==> src/riu_pkg.sv <==
// Purpose: Shared constants and types for the reader interrupt request unit.
// Assumes: APB slave with 32-bit data; each register index n sits at byte address 4*n.
// Notes: Request and enable registers share one bit layout.
package riu_pkg;
  // Register indices; the byte address is four times the index.
  localparam logic [5:0] RIU_IDX_PRIMARY_STATUS = 6'h03;
  localparam logic [5:0] RIU_IDX_SECONDARY_STATUS = 6'h05;
  localparam logic [5:0] RIU_IDX_ENABLE_MASK = 6'h06;
  localparam logic [5:0] RIU_IDX_REQUEST_FLAGS = 6'h07;
  localparam logic [5:0] RIU_IDX_CONTROL = 6'h09;
  localparam logic [5:0] RIU_IDX_TIMER_VALUE = 6'h0c;
  localparam logic [5:0] RIU_IDX_FIFO_LEVEL = 6'h29;
  localparam logic [5:0] RIU_IDX_TIMER_CLOCK = 6'h2a;
  localparam logic [5:0] RIU_IDX_TIMER_CONTROL = 6'h2b;
  localparam logic [5:0] RIU_IDX_TIMER_RELOAD = 6'h2c;
  localparam logic [5:0] RIU_IDX_PIN_CONFIG = 6'h2d;
  // Request and enable bit layout.
  localparam int RIU_BIT_SELECTOR = 7;
  localparam int RIU_BIT_RESERVED = 6;
  localparam int RIU_SRC_TIMER = 5;
  localparam int RIU_SRC_TRANSMIT = 4;
  localparam int RIU_SRC_RECEIVE = 3;
  localparam int RIU_SRC_CMD_DONE = 2;
  localparam int RIU_SRC_FIFO_HIGH = 1;
  localparam int RIU_SRC_FIFO_LOW = 0;
  localparam int RIU_NUM_SRC = 6;
  // Status, control and configuration field positions.
  localparam int RIU_PS_IRQ_BIT = 3;
  localparam int RIU_PS_ALMOST_FULL_BIT = 1;
  localparam int RIU_PS_ALMOST_EMPTY_BIT = 0;
  localparam int RIU_SS_RUNNING_BIT = 7;
  localparam int RIU_CTL_START_NOW_BIT = 1;
  localparam int RIU_CTL_STOP_NOW_BIT = 2;
  localparam int RIU_TC_AUTO_RELOAD_BIT = 5;
  localparam int RIU_TCTL_START_TX_BIT = 0;
  localparam int RIU_PIN_INVERT_BIT = 1;
  localparam int RIU_PIN_DRIVE_BIT = 0;
  // FIFO geometry.
  localparam logic [6:0] RIU_FIFO_DEPTH = 7'h40;
  // Reset values.
  localparam logic RIU_RST_INVERT = 1'b1;
  localparam logic RIU_RST_DRIVE = 1'b0;
  localparam logic [5:0] RIU_RST_FLAGS = 6'h00;
  localparam logic [7:0] RIU_RST_BYTE = 8'h00;
  localparam logic [4:0] RIU_RST_PRESCALE = 5'h00;

  typedef struct packed {
    logic start;
    logic stop;
    logic tick;
    logic auto_reload;
    logic [7:0] reload;
  } riu_timer_ctl_t;

  typedef struct packed {
    logic [7:0] value;
    logic running;
    logic expire;
  } riu_timer_stat_t;
endpackage

==> src/riu_timer.sv <==
// Purpose: Down-counter that raises the timer request on expiry.
// Assumes: Control inputs come from logic on the same clock.
// Notes: Expiry pulses expire and either reloads the count or clears it to zero and stops.
`timescale 1ns/100ps
module riu_timer
  import riu_pkg::*;
(
  input wire logic core_clk_in,
  input wire logic rst_in,
  input wire riu_timer_ctl_t ctl_in,
  output riu_timer_stat_t stat_out
);
  riu_timer_stat_t st;
  riu_timer_stat_t next_st;

  always_comb
  begin
    next_st = st;
    next_st.expire = 1'b0;
    if (ctl_in.start)
    begin
      next_st.value = ctl_in.reload;
      next_st.running = (ctl_in.reload != 8'h00);
    end
    else if (ctl_in.stop)
    begin
      // A stop raises no request even if the count is at one.
      next_st.running = 1'b0;
    end
    else if (st.running && ctl_in.tick)
    begin
      if (st.value == 8'h01)
      begin
        next_st.expire = 1'b1;
        if (ctl_in.auto_reload)
        begin
          next_st.value = ctl_in.reload;
        end
        else
        begin
          next_st.value = 8'h00;
          next_st.running = 1'b0;
        end
      end
      else if (st.value != 8'h00)
      begin
        next_st.value = st.value - 8'h01;
      end
      else
      begin
        next_st.running = 1'b0;
      end
    end
  end

  always_ff @(posedge core_clk_in or posedge rst_in)
  begin
    if (rst_in)
    begin
      st <= '0;
    end
    else
    begin
      st <= next_st;
    end
  end

  assign stat_out = st;
endmodule

==> src/riu_top.sv <==
// Purpose: Interrupt request unit of a contactless reader with APB register access.
// Assumes: Event inputs are one-cycle pulses or levels from logic on core_clk_in.
// Notes: Timer ticks are derived from core_clk_in by a power-of-two prescaler.
`timescale 1ns/100ps
module riu_top
  import riu_pkg::*;
#(
  parameter int PRESCALE_WIDTH = 21
)
(
  input wire logic core_clk_in,
  input wire logic rst_in,
  input wire logic psel_in,
  input wire logic penable_in,
  input wire logic pwrite_in,
  input wire logic [7:0] paddr_in,
  input wire logic [31:0] pwdata_in,
  output logic [31:0] prdata_out,
  output logic pready_out,
  output logic pslverr_out,
  input wire logic tx_eof_event_in,
  input wire logic crc_done_in,
  input wire logic nvm_write_done_in,
  input wire logic rx_end_event_in,
  input wire logic cmd_is_idle_in,
  input wire logic first_tx_bit_event_in,
  input wire logic [6:0] fifo_byte_count_in,
  output logic irq_out,
  output logic irq_oe_n_out
);
  typedef struct packed {
    logic [31:0] prdata;
    logic pready;
    logic pslverr;
    logic [5:0] request;
    logic [5:0] enable;
    logic pin_polarity_invert;
    logic pin_drive_mode;
    logic [7:0] reload;
    logic [4:0] prescale;
    logic auto_reload;
    logic start_on_first_tx_bit;
    logic [5:0] fifo_threshold;
    logic start_now;
    logic stop_now;
    logic crc_q;
    logic nvm_q;
    logic idle_q;
    logic [PRESCALE_WIDTH-1:0] presc_cnt;
    logic pending;
    logic irq_pin;
    logic irq_oe_n;
  } riu_state_t;

  riu_state_t st;
  riu_state_t next_st;
  riu_timer_ctl_t tmr_ctl;
  riu_timer_stat_t tmr_stat;
  logic fifo_almost_full;
  logic fifo_almost_empty;
  logic [5:0] hw_set;
  logic bus_write;
  logic [5:0] widx;
  logic [PRESCALE_WIDTH-1:0] presc_mask;

  // Applies a selector-style write: selector high sets ones, low clears ones.
  function automatic logic [5:0] riu_set_clear(input logic [5:0] cur, input logic [5:0] hw,
                                               input logic wr, input logic [7:0] data);
    logic [5:0] bits;
    bits = data[5:0];
    riu_set_clear = cur;
    if (wr && data[RIU_BIT_SELECTOR])
    begin
      riu_set_clear = cur | bits;
    end
    else if (wr)
    begin
      riu_set_clear = cur & ~bits;
    end
    // A hardware event in the clearing cycle survives the clear.
    riu_set_clear = riu_set_clear | hw;
  endfunction

  // Read mux; bit 6 and bit 7 of the flag registers always read zero.
  function automatic logic [31:0] riu_read(input riu_state_t s, input logic [5:0] idx,
                                           input riu_timer_stat_t t, input logic afull,
                                           input logic aempty);
    logic [7:0] b;
    b = 8'h00;
    case (idx)
      RIU_IDX_PRIMARY_STATUS:
      begin
        b[RIU_PS_IRQ_BIT] = s.pending;
        b[RIU_PS_ALMOST_FULL_BIT] = afull;
        b[RIU_PS_ALMOST_EMPTY_BIT] = aempty;
      end
      RIU_IDX_SECONDARY_STATUS: b[RIU_SS_RUNNING_BIT] = t.running;
      RIU_IDX_ENABLE_MASK: b[5:0] = s.enable;
      RIU_IDX_REQUEST_FLAGS: b[5:0] = s.request;
      RIU_IDX_TIMER_VALUE: b = t.value;
      RIU_IDX_FIFO_LEVEL: b[5:0] = s.fifo_threshold;
      RIU_IDX_TIMER_CLOCK:
      begin
        b[4:0] = s.prescale;
        b[RIU_TC_AUTO_RELOAD_BIT] = s.auto_reload;
      end
      RIU_IDX_TIMER_CONTROL: b[RIU_TCTL_START_TX_BIT] = s.start_on_first_tx_bit;
      RIU_IDX_TIMER_RELOAD: b = s.reload;
      RIU_IDX_PIN_CONFIG:
      begin
        b[RIU_PIN_INVERT_BIT] = s.pin_polarity_invert;
        b[RIU_PIN_DRIVE_BIT] = s.pin_drive_mode;
      end
      default: b = 8'h00;
    endcase
    riu_read = {24'h000000, b};
  endfunction

  function automatic logic riu_mapped(input logic [5:0] idx);
    case (idx)
      RIU_IDX_PRIMARY_STATUS, RIU_IDX_SECONDARY_STATUS, RIU_IDX_ENABLE_MASK,
      RIU_IDX_REQUEST_FLAGS, RIU_IDX_CONTROL, RIU_IDX_TIMER_VALUE, RIU_IDX_FIFO_LEVEL,
      RIU_IDX_TIMER_CLOCK, RIU_IDX_TIMER_CONTROL, RIU_IDX_TIMER_RELOAD,
      RIU_IDX_PIN_CONFIG: riu_mapped = 1'b1;
      default: riu_mapped = 1'b0;
    endcase
  endfunction

  // The count is at most the FIFO depth, so the free space never underflows.
  assign fifo_almost_full = ({1'b0, RIU_FIFO_DEPTH - fifo_byte_count_in}
                             <= {2'b00, st.fifo_threshold});
  assign fifo_almost_empty = (fifo_byte_count_in <= {1'b0, st.fifo_threshold});

  assign widx = paddr_in[7:2];
  assign bus_write = psel_in && penable_in && st.pready && pwrite_in && !st.pslverr;

  always_comb
  begin
    hw_set = '0;
    hw_set[RIU_SRC_TIMER] = tmr_stat.expire;
    hw_set[RIU_SRC_TRANSMIT] = tx_eof_event_in
                               || (crc_done_in && !st.crc_q)
                               || (nvm_write_done_in && !st.nvm_q);
    hw_set[RIU_SRC_RECEIVE] = rx_end_event_in;
    hw_set[RIU_SRC_CMD_DONE] = cmd_is_idle_in && !st.idle_q;
    hw_set[RIU_SRC_FIFO_HIGH] = fifo_almost_full;
    hw_set[RIU_SRC_FIFO_LOW] = fifo_almost_empty;
  end

  // A prescale of p gives one timer tick every 2^p core clocks; any p above PRESCALE_WIDTH gives 2^PRESCALE_WIDTH.
  assign presc_mask = PRESCALE_WIDTH'((PRESCALE_WIDTH + 1)'(1) << st.prescale) -
                      PRESCALE_WIDTH'(1);

  always_comb
  begin
    tmr_ctl.start = st.start_now || (first_tx_bit_event_in && st.start_on_first_tx_bit);
    tmr_ctl.stop = st.stop_now;
    tmr_ctl.tick = ((st.presc_cnt & presc_mask) == '0);
    tmr_ctl.auto_reload = st.auto_reload;
    tmr_ctl.reload = st.reload;
  end

  // Timer expiry feeds only the request flag; the value and running outputs reach only the read mux.
  riu_timer u_timer
  (
    .core_clk_in(core_clk_in),
    .rst_in(rst_in),
    .ctl_in(tmr_ctl),
    .stat_out(tmr_stat)
  );

  always_comb
  begin
    next_st = st;
    next_st.crc_q = crc_done_in;
    next_st.nvm_q = nvm_write_done_in;
    next_st.idle_q = cmd_is_idle_in;
    next_st.presc_cnt = st.presc_cnt + PRESCALE_WIDTH'(1);
    next_st.start_now = 1'b0;
    next_st.stop_now = 1'b0;
    // Zero-wait slave: the setup cycle prepares the answer for the access cycle.
    next_st.pready = psel_in && !penable_in;
    next_st.pslverr = psel_in && !penable_in && !riu_mapped(widx);
    next_st.prdata = '0;
    if (psel_in && !penable_in && !pwrite_in)
    begin
      next_st.prdata = riu_read(st, widx, tmr_stat, fifo_almost_full, fifo_almost_empty);
    end
    next_st.request = riu_set_clear(st.request, hw_set,
                                    bus_write && widx == RIU_IDX_REQUEST_FLAGS,
                                    pwdata_in[7:0]);
    next_st.enable = riu_set_clear(st.enable, 6'h00,
                                   bus_write && widx == RIU_IDX_ENABLE_MASK,
                                   pwdata_in[7:0]);
    if (bus_write)
    begin
      case (widx)
        RIU_IDX_CONTROL:
        begin
          next_st.start_now = pwdata_in[RIU_CTL_START_NOW_BIT];
          next_st.stop_now = pwdata_in[RIU_CTL_STOP_NOW_BIT];
        end
        RIU_IDX_FIFO_LEVEL: next_st.fifo_threshold = pwdata_in[5:0];
        RIU_IDX_TIMER_CLOCK:
        begin
          next_st.prescale = pwdata_in[4:0];
          next_st.auto_reload = pwdata_in[RIU_TC_AUTO_RELOAD_BIT];
        end
        RIU_IDX_TIMER_CONTROL:
          next_st.start_on_first_tx_bit = pwdata_in[RIU_TCTL_START_TX_BIT];
        RIU_IDX_TIMER_RELOAD: next_st.reload = pwdata_in[7:0];
        RIU_IDX_PIN_CONFIG:
        begin
          next_st.pin_polarity_invert = pwdata_in[RIU_PIN_INVERT_BIT];
          next_st.pin_drive_mode = pwdata_in[RIU_PIN_DRIVE_BIT];
        end
        default: next_st.reload = st.reload;
      endcase
    end
    // The pin is computed from the next flag values so it moves with them.
    next_st.pending = |(next_st.request & next_st.enable);
    if (next_st.pin_drive_mode)
    begin
      next_st.irq_pin = next_st.pending ^ next_st.pin_polarity_invert;
      next_st.irq_oe_n = 1'b0;
    end
    else
    begin
      // Open drain only pulls low; a high level is left to the pull-up.
      next_st.irq_pin = 1'b0;
      next_st.irq_oe_n = next_st.pending ^ next_st.pin_polarity_invert;
    end
  end

  always_ff @(posedge core_clk_in or posedge rst_in)
  begin
    if (rst_in)
    begin
      st <= '0;
      st.request <= RIU_RST_FLAGS;
      st.enable <= RIU_RST_FLAGS;
      st.reload <= RIU_RST_BYTE;
      st.prescale <= RIU_RST_PRESCALE;
      st.pin_polarity_invert <= RIU_RST_INVERT;
      st.pin_drive_mode <= RIU_RST_DRIVE;
      st.irq_oe_n <= 1'b1;
    end
    else
    begin
      st <= next_st;
    end
  end

  assign prdata_out = st.prdata;
  assign pready_out = st.pready;
  assign pslverr_out = st.pslverr;
  assign irq_out = st.irq_pin;
  assign irq_oe_n_out = st.irq_oe_n;
endmodule

==> config.mk <==
export PLATFORM = sky130hd
export DESIGN_NAME = riu_top
export DESIGN_NICKNAME = d
export VERILOG_FILES = /design/src/riu_pkg.sv /design/src/riu_timer.sv /design/src/riu_top.sv
export SDC_FILE = /design/constraint.sdc
export NUM_CORES = 1
export LEC_CHECK = 0
export BUFFER_PORTS_ARGS = -buffer_cell sky130_fd_sc_hd__buf_2
export CAP_MARGIN = 0
export CORE_AREA = 4 4 101 103
export CTS_BUF_LIST = sky130_fd_sc_hd__clkbuf_8
export DETAILED_ROUTE_END_ITERATION = 7
export DIE_AREA = 0 0 105 107
export HOLD_SLACK_MARGIN = 0.15
export PLACE_DENSITY = 0.87
export SETUP_SLACK_MARGIN = 0.3
export SKIP_CTS_REPAIR_TIMING = 1
export SLEW_MARGIN = 20
export SYNTH_ARGS = -nofsm -noshare
export SYNTH_HDL_FRONTEND = slang
export SYNTH_SLANG_ARGS = --single-unit
==> constraint.sdc <==
create_clock -name core_clk_in -period 4.6 [get_ports core_clk_in]
set_clock_uncertainty 0.1 [all_clocks]
set_input_delay 0.23 -clock core_clk_in [delete_from_list [all_inputs] [get_ports core_clk_in]]
set_output_delay 0.23 -clock core_clk_in [all_outputs]
set_load 0.1 [all_outputs]
# Word level (Yosys, flattened, before mapping)
# Index checks and enable logic that the tools add are counted.
# W data, S select, Z words.
dict set report classes {
  addsub 4
  multipliers 0
  n_div 0
  order_cmp 2
  n_eq_ne 15
  n_shift 1
  muxes 33
  n_bitwise 9
  n_reduce_logical 40
}
# cell count
set ops {}
lappend ops {{$mux W8} 5}
lappend ops {{$mux W6} 6}
lappend ops {{$eq A6 B6 Y1 const B} 5}
lappend ops {{$mux W25} 1}
lappend ops {{$add A21 B1 Y21 const B} 1}
lappend ops {{$and A21 B21 Y21} 1}
lappend ops {{$logic_not A21 Y1} 1}
lappend ops {{$shl A1 B5 Y21 const A} 1}
lappend ops {{$sub A21 B2 Y21 const B} 1}
lappend ops {{$and A6 B6 Y6} 3}
lappend ops {{$eq A6 B3 Y1 const B} 3}
lappend ops {{$mux W9} 2}
lappend ops {{$or A6 B6 Y6} 3}
lappend ops {{$logic_and A1 B1 Y1} 16}
lappend ops {{$reduce_bool A8 Y1} 2}
lappend ops {{$le A7 B6 Y1} 2}
lappend ops {{$eq A6 B4 Y1 const B} 2}
lappend ops {{$pmux W2 S6} 1}
lappend ops {{$reduce_or A11 Y1} 1}
lappend ops {{$mux W10} 1}
lappend ops {{$pmux W1 S9} 1}
lappend ops {{$eq A8 B1 Y1 const B} 1}
lappend ops {{$mux W1} 8}
lappend ops {{$pmux W1 S8} 1}
lappend ops {{20 further kinds} 35}
dict set report word_totals {
  register_bits 108
  latchBits 0
  mem_bits_rw 0
  rom_bits 0
  in_bits 58
  word_cells 128
  n_memories 0
}

# Logic depth before layout (Yosys ltp)
dict set report logic_depth {
  depth_word 12
  mapped_depth 16
}

# Modules after synthesis
# From an unflattened synthesis, not the netlist that was laid out.
dict set report hier_totals {
  cells_unflattened 575
  area_unflattened_um2 5462.7
}
# mod instances cells_per_inst area_per_inst_um2
set modules_own_cells {}
lappend modules_own_cells {riu_top 1 486 4630.7}
lappend modules_own_cells {riu_timer 1 89 832.0}

# Least setup slack after synthesis
# OpenSTA, ideal clock, no wires.
dict set report synth_path {
  path_kind {register to register}
  from {register st[39] (netlist name)}
  to {register u_timer.st (netlist bit u_timer.stat_out[7])}
  setup_time_ns 0.142
  arrival_time_ns 3.549
  path_slack_ns 0.809
  path_stages_with_launch 16
  synth_period_minus_slack_ns 3.791
  cell_sequence {dfrtp_1 buf_2 buf_2 or4b_2 ha_1 clkbuf_1 clkbuf_1 a21oi_1 o21ai_0 a2111oi_0 nand3_1 or3_1 clkbuf_1 clkbuf_1 o21ai_0 a31oi_1}
}
dict set report synth_via {
  elab_chain_len 7
}
# element line_no
set synth_lines {}
lappend synth_lines {{start: declaration} riu_top.sv:55} ;# riu_state_t st;
lappend synth_lines {{start signal: assignment} riu_top.sv:250} ;# st <= next_st;
lappend synth_lines {{$shl A1 B5 Y21} riu_top.sv:151} ;# assign presc_mask = PRESCALE_WIDTH'((PRESCALE_WIDTH + 1)'(1) << st.prescale) -
lappend synth_lines {{$sub A21 B2 Y21} riu_top.sv:151}
lappend synth_lines {{$and A21 B21 Y21} riu_top.sv:158} ;# tmr_ctl.tick = ((st.presc_cnt & presc_mask) == '0);
lappend synth_lines {{$logic_not A21 Y1} riu_top.sv:158}
lappend synth_lines {{$logic_and A1 B1 Y1} riu_timer.sv:30} ;# else if (st.running && ctl_in.tick)
lappend synth_lines {{$reduce_bool A2 Y1 (no line)} -}
lappend synth_lines {{$reduce_and A3 Y1 (no line)} -}
lappend synth_lines {{end signal: assignment} riu_timer.sv:64} ;# st <= next_st;
lappend synth_lines {{end: declaration} riu_timer.sv:13} ;# riu_timer_stat_t st;
# Every way passes these cells.
# A chain may end at the register's enable or synchronous reset.

# Worst setup path in the final report
dict set report layout_path {
  from {register st[41] (netlist name)}
  to {register u_timer.st (netlist bit u_timer.stat_out[7])}
}
# Same word-level chain as after synthesis.

==> impl_metrics.toml <==
[outcome]
status = "complete, no violations"

[drt]
drt_wl_total_um = 12940
first_iter_violations = 328
via_per_inst = 6.202
final_antenna_net_count = 0
vias = 4515
wl_per_cell_um = 17.78
post-route-drc-count = 0
first_pass_iters = 5

[layout]
final_cell_mix = "82 x dfrtp_1, 51 x nand2_1, 50 x nor2_1"
final_common_cell = "dfrtp_1"
nNetsFinal = 686
area_growth_pct = 9.790
num_antenna_cells = 0
drive_above_1_share_pct = 15.88
fin_cells = 728
final_util_pct = 62.56

[place]
dp.cells = 696
place_hpwl_um = 9325
port_buffers = 43
gp_congestion = 0.9309

[cts]
cts.path.max_buffers = 2
worst_skew_pair.late_latency_ps = 360
clk_pin_slew_ps = 80
cts_root_buf = "clkbuf_8"
numCtsBuffers = 9
cts_tree = "yes"
cts_max_level = 3
clock_sinks = 84

[sta]
setup_viol = 0
relSlewSlack_pct = 37.02
tightest_slew_ps = 944.7
rsz0062_at_grt = "no"
fin_tns_setup_ps = 0
finalCriticalPeriod_ps = 3997
period_share_pct = 86.90
fmax_mhz = 250.2
fin_worst_hold_slack_ps = 124.4
hold_viol = 0
slew_violations = 0

[pwr]
power_switching_uw = 482.2
swShare_pct = 29.99
p_leak_nw = 2.693
power.share.combinational_pct = 16.4
intPower_mw = 1.126
max-vdd-ir-drop_uv = 163.2
p_clk_share_pct = 35.0
pwr-share-seq_pct = 48.6
powerDensity_mw_per_mm2 = 279.5

[synth]
synth-async-reset-ratio_pct = 100.0
yosysWarnings = 0
ys_types = 69
synthMuxAreaShare_pct = 7.593
netlist_instances = 571
ys_ff_latch = 84
synth_top_family_by_area = "simple AND/OR/NAND/NOR gates"
synthFlopType = "dfrtp_1"
yosysSeqAreaShare_pct = 40.16
syn_area_per_cell_um2 = 9.177
synth-simple-area-share_pct = 19.20
synth_area_mm2 = 0.005240
synth_compound_area_share_pct = 16.33
synth_edf_count = 0
synthAdderAreaFrac_pct = 3.820
synth-xor-area-share_pct = 4.513

[die]
start_util_pct = 56.98
core_mm2 = 0.009196
fp.dieH_um = 107
die_area_mm2 = 0.01124
io_pins = 94
rows = 35
die_w_um = 105

[global_route]
antenna_found_initial = 0
overflow = 0
grt_pass1_vias = 4286
track_usage_pct = 23.29
grt_pass1_wl_um = 21110
grt_max_degree = 60

[worst_setup_path]
r2r_setup_slack_ps = 600
critPathMaxFanout = 19
critPathLaunchType = "flop"
rr_worst_depth = 10
path_class = "flop to flop"
rr_endpoint = "u_timer.stat_out[7]"
cp.required_ps = 4780
crit_path_end_kind = "flop"
startpoint = "st[41]"
rr_startpoint = "st[41]"
crit_arrival_ps = 4180
worstSetupEndpoint = "u_timer.stat_out[7]"

[job]
cap_violations = 0

[hold_path]
hp-class = "input port to flop"
==> stage by stage <==
stage          worst slack, ps  instance area [µm²]  total power, mW
3_5_place_dp             660.7                 5381            1.045
4_1_cts                  619.0                 5592            1.601
2_1_floorplan            809.4                 5326            1.005
6_report                 602.7                 5753            1.608
3_3_place_gp             702.2                 5381            1.038
5_1_grt                  324.3                 5753            1.673
==> Yosys cell counts, types with 3 or more instances <==
master	count	area (µm²)
a2111oi_0	3	26.28
a211oi_1	4	30.03
a21boi_0	3	22.52
a21o_1	4	30.03
a21oi_1	25	125.1
a221oi_1	6	52.55
a22oi_1	5	37.54
a31oi_1	9	56.30
a32oi_1	3	26.28
and3_1	10	62.56
buf_2	6	30.03
buf_4	34	255.2
clkbuf_1	19	71.32
dfrtp_1	82	2052
ha_1	16	200.2
inv_1	20	75.07
mux2_2	22	247.7
mux2i_1	15	150.1
nand2_1	51	191.4
nand2b_1	5	31.28
nand3_1	26	130.1
nand3b_1	5	37.54
nor2_1	50	187.7
nor2b_1	6	37.54
nor3_1	16	80.08
nor3b_1	4	30.03
nor4_1	9	56.30
o211a_1	3	30.03
o21ai_0	28	140.1
or2_2	3	18.77
xnor2_1	16	140.1
xor2_1	11	96.34
==> worst max-delay path: stages, from the launching register on <==
cell and delay [ps]:
dfrtp_1 380, nor2_1 160, or4b_2 600, ha_1 440, a41o_1 270, a32o_1 200, a2111oi_0 400, nand3_1 210
or3_1 590, or2_2 390, a31oi_1 180
==> sequential cells by signal, indices dropped and copies added, names as in the netlist <==
register          cells
pslverr_out           1
prdata_out            8
u_timer.stat_out     10
irq_out               1
irq_oe_n_out          1
st                   62
pready_out            1
==> layout make-up <==
class | instances | area [µm²]
Inverter | 20 | 77.57
Sequential cell | 84 | 2105
Timing Repair Buffer | 67 | 435.4
Clock inverter | 7 | 86.33
Multi-Input combinational cell | 430 | 2786
Fill cell | 731 | 3443
Clock buffer | 9 | 123.9
Tap cell | 111 | 138.9
==> power groups by stage <==
stage | Clock [mW] | Combinational (mW) | Sequential (mW)
floorplan | 0 | 0.207 | 0.798
global placement | 0 | 0.244 | 0.794
detailed placement | 0 | 0.251 | 0.795
CTS | 0.569 | 0.252 | 0.780
global route | 0.603 | 0.286 | 0.784
finish | 0.563 | 0.264 | 0.781
==> kinds of logic (layout without fill, tap and decap cells) <==
group / Yosys count / after routing
fa+ha+maj: 16 / 16
buf+inv: 80 / 103
mux: 37 / 37
flops: 84 / 84
compound gates: 126 / 126
simple gates: 200 / 200
xor+xnor: 27 / 27
other cells: 1 / 24
==> per-layer routing <==
layer  GRT usage, %  up-vias  part of all wire [%]  wire (µm)
met2          37.95      208                    49       6279
li1               -     2089                     -          -
met3          5.479       39                   6.7        873
met4          7.591        0                   2.5        328
met5              0        -                     0          0
met1          30.75     2179                    42       5460
==> how the worst min path moves through the flow <==
stage                               from       endpoint  cells past startpoint
final                        paddr_in[2]  prdata_out[1]                      3
after global routing         paddr_in[5]         st[28]                      3
after CTS                 cmd_is_idle_in         st[24]                      1
after detailed placement  cmd_is_idle_in         st[24]                      1
after global placement       crc_done_in         st[26]                      1
after floorplan           cmd_is_idle_in         st[24]                      0
Note: power is estimated with default switching activity, not from simulation.
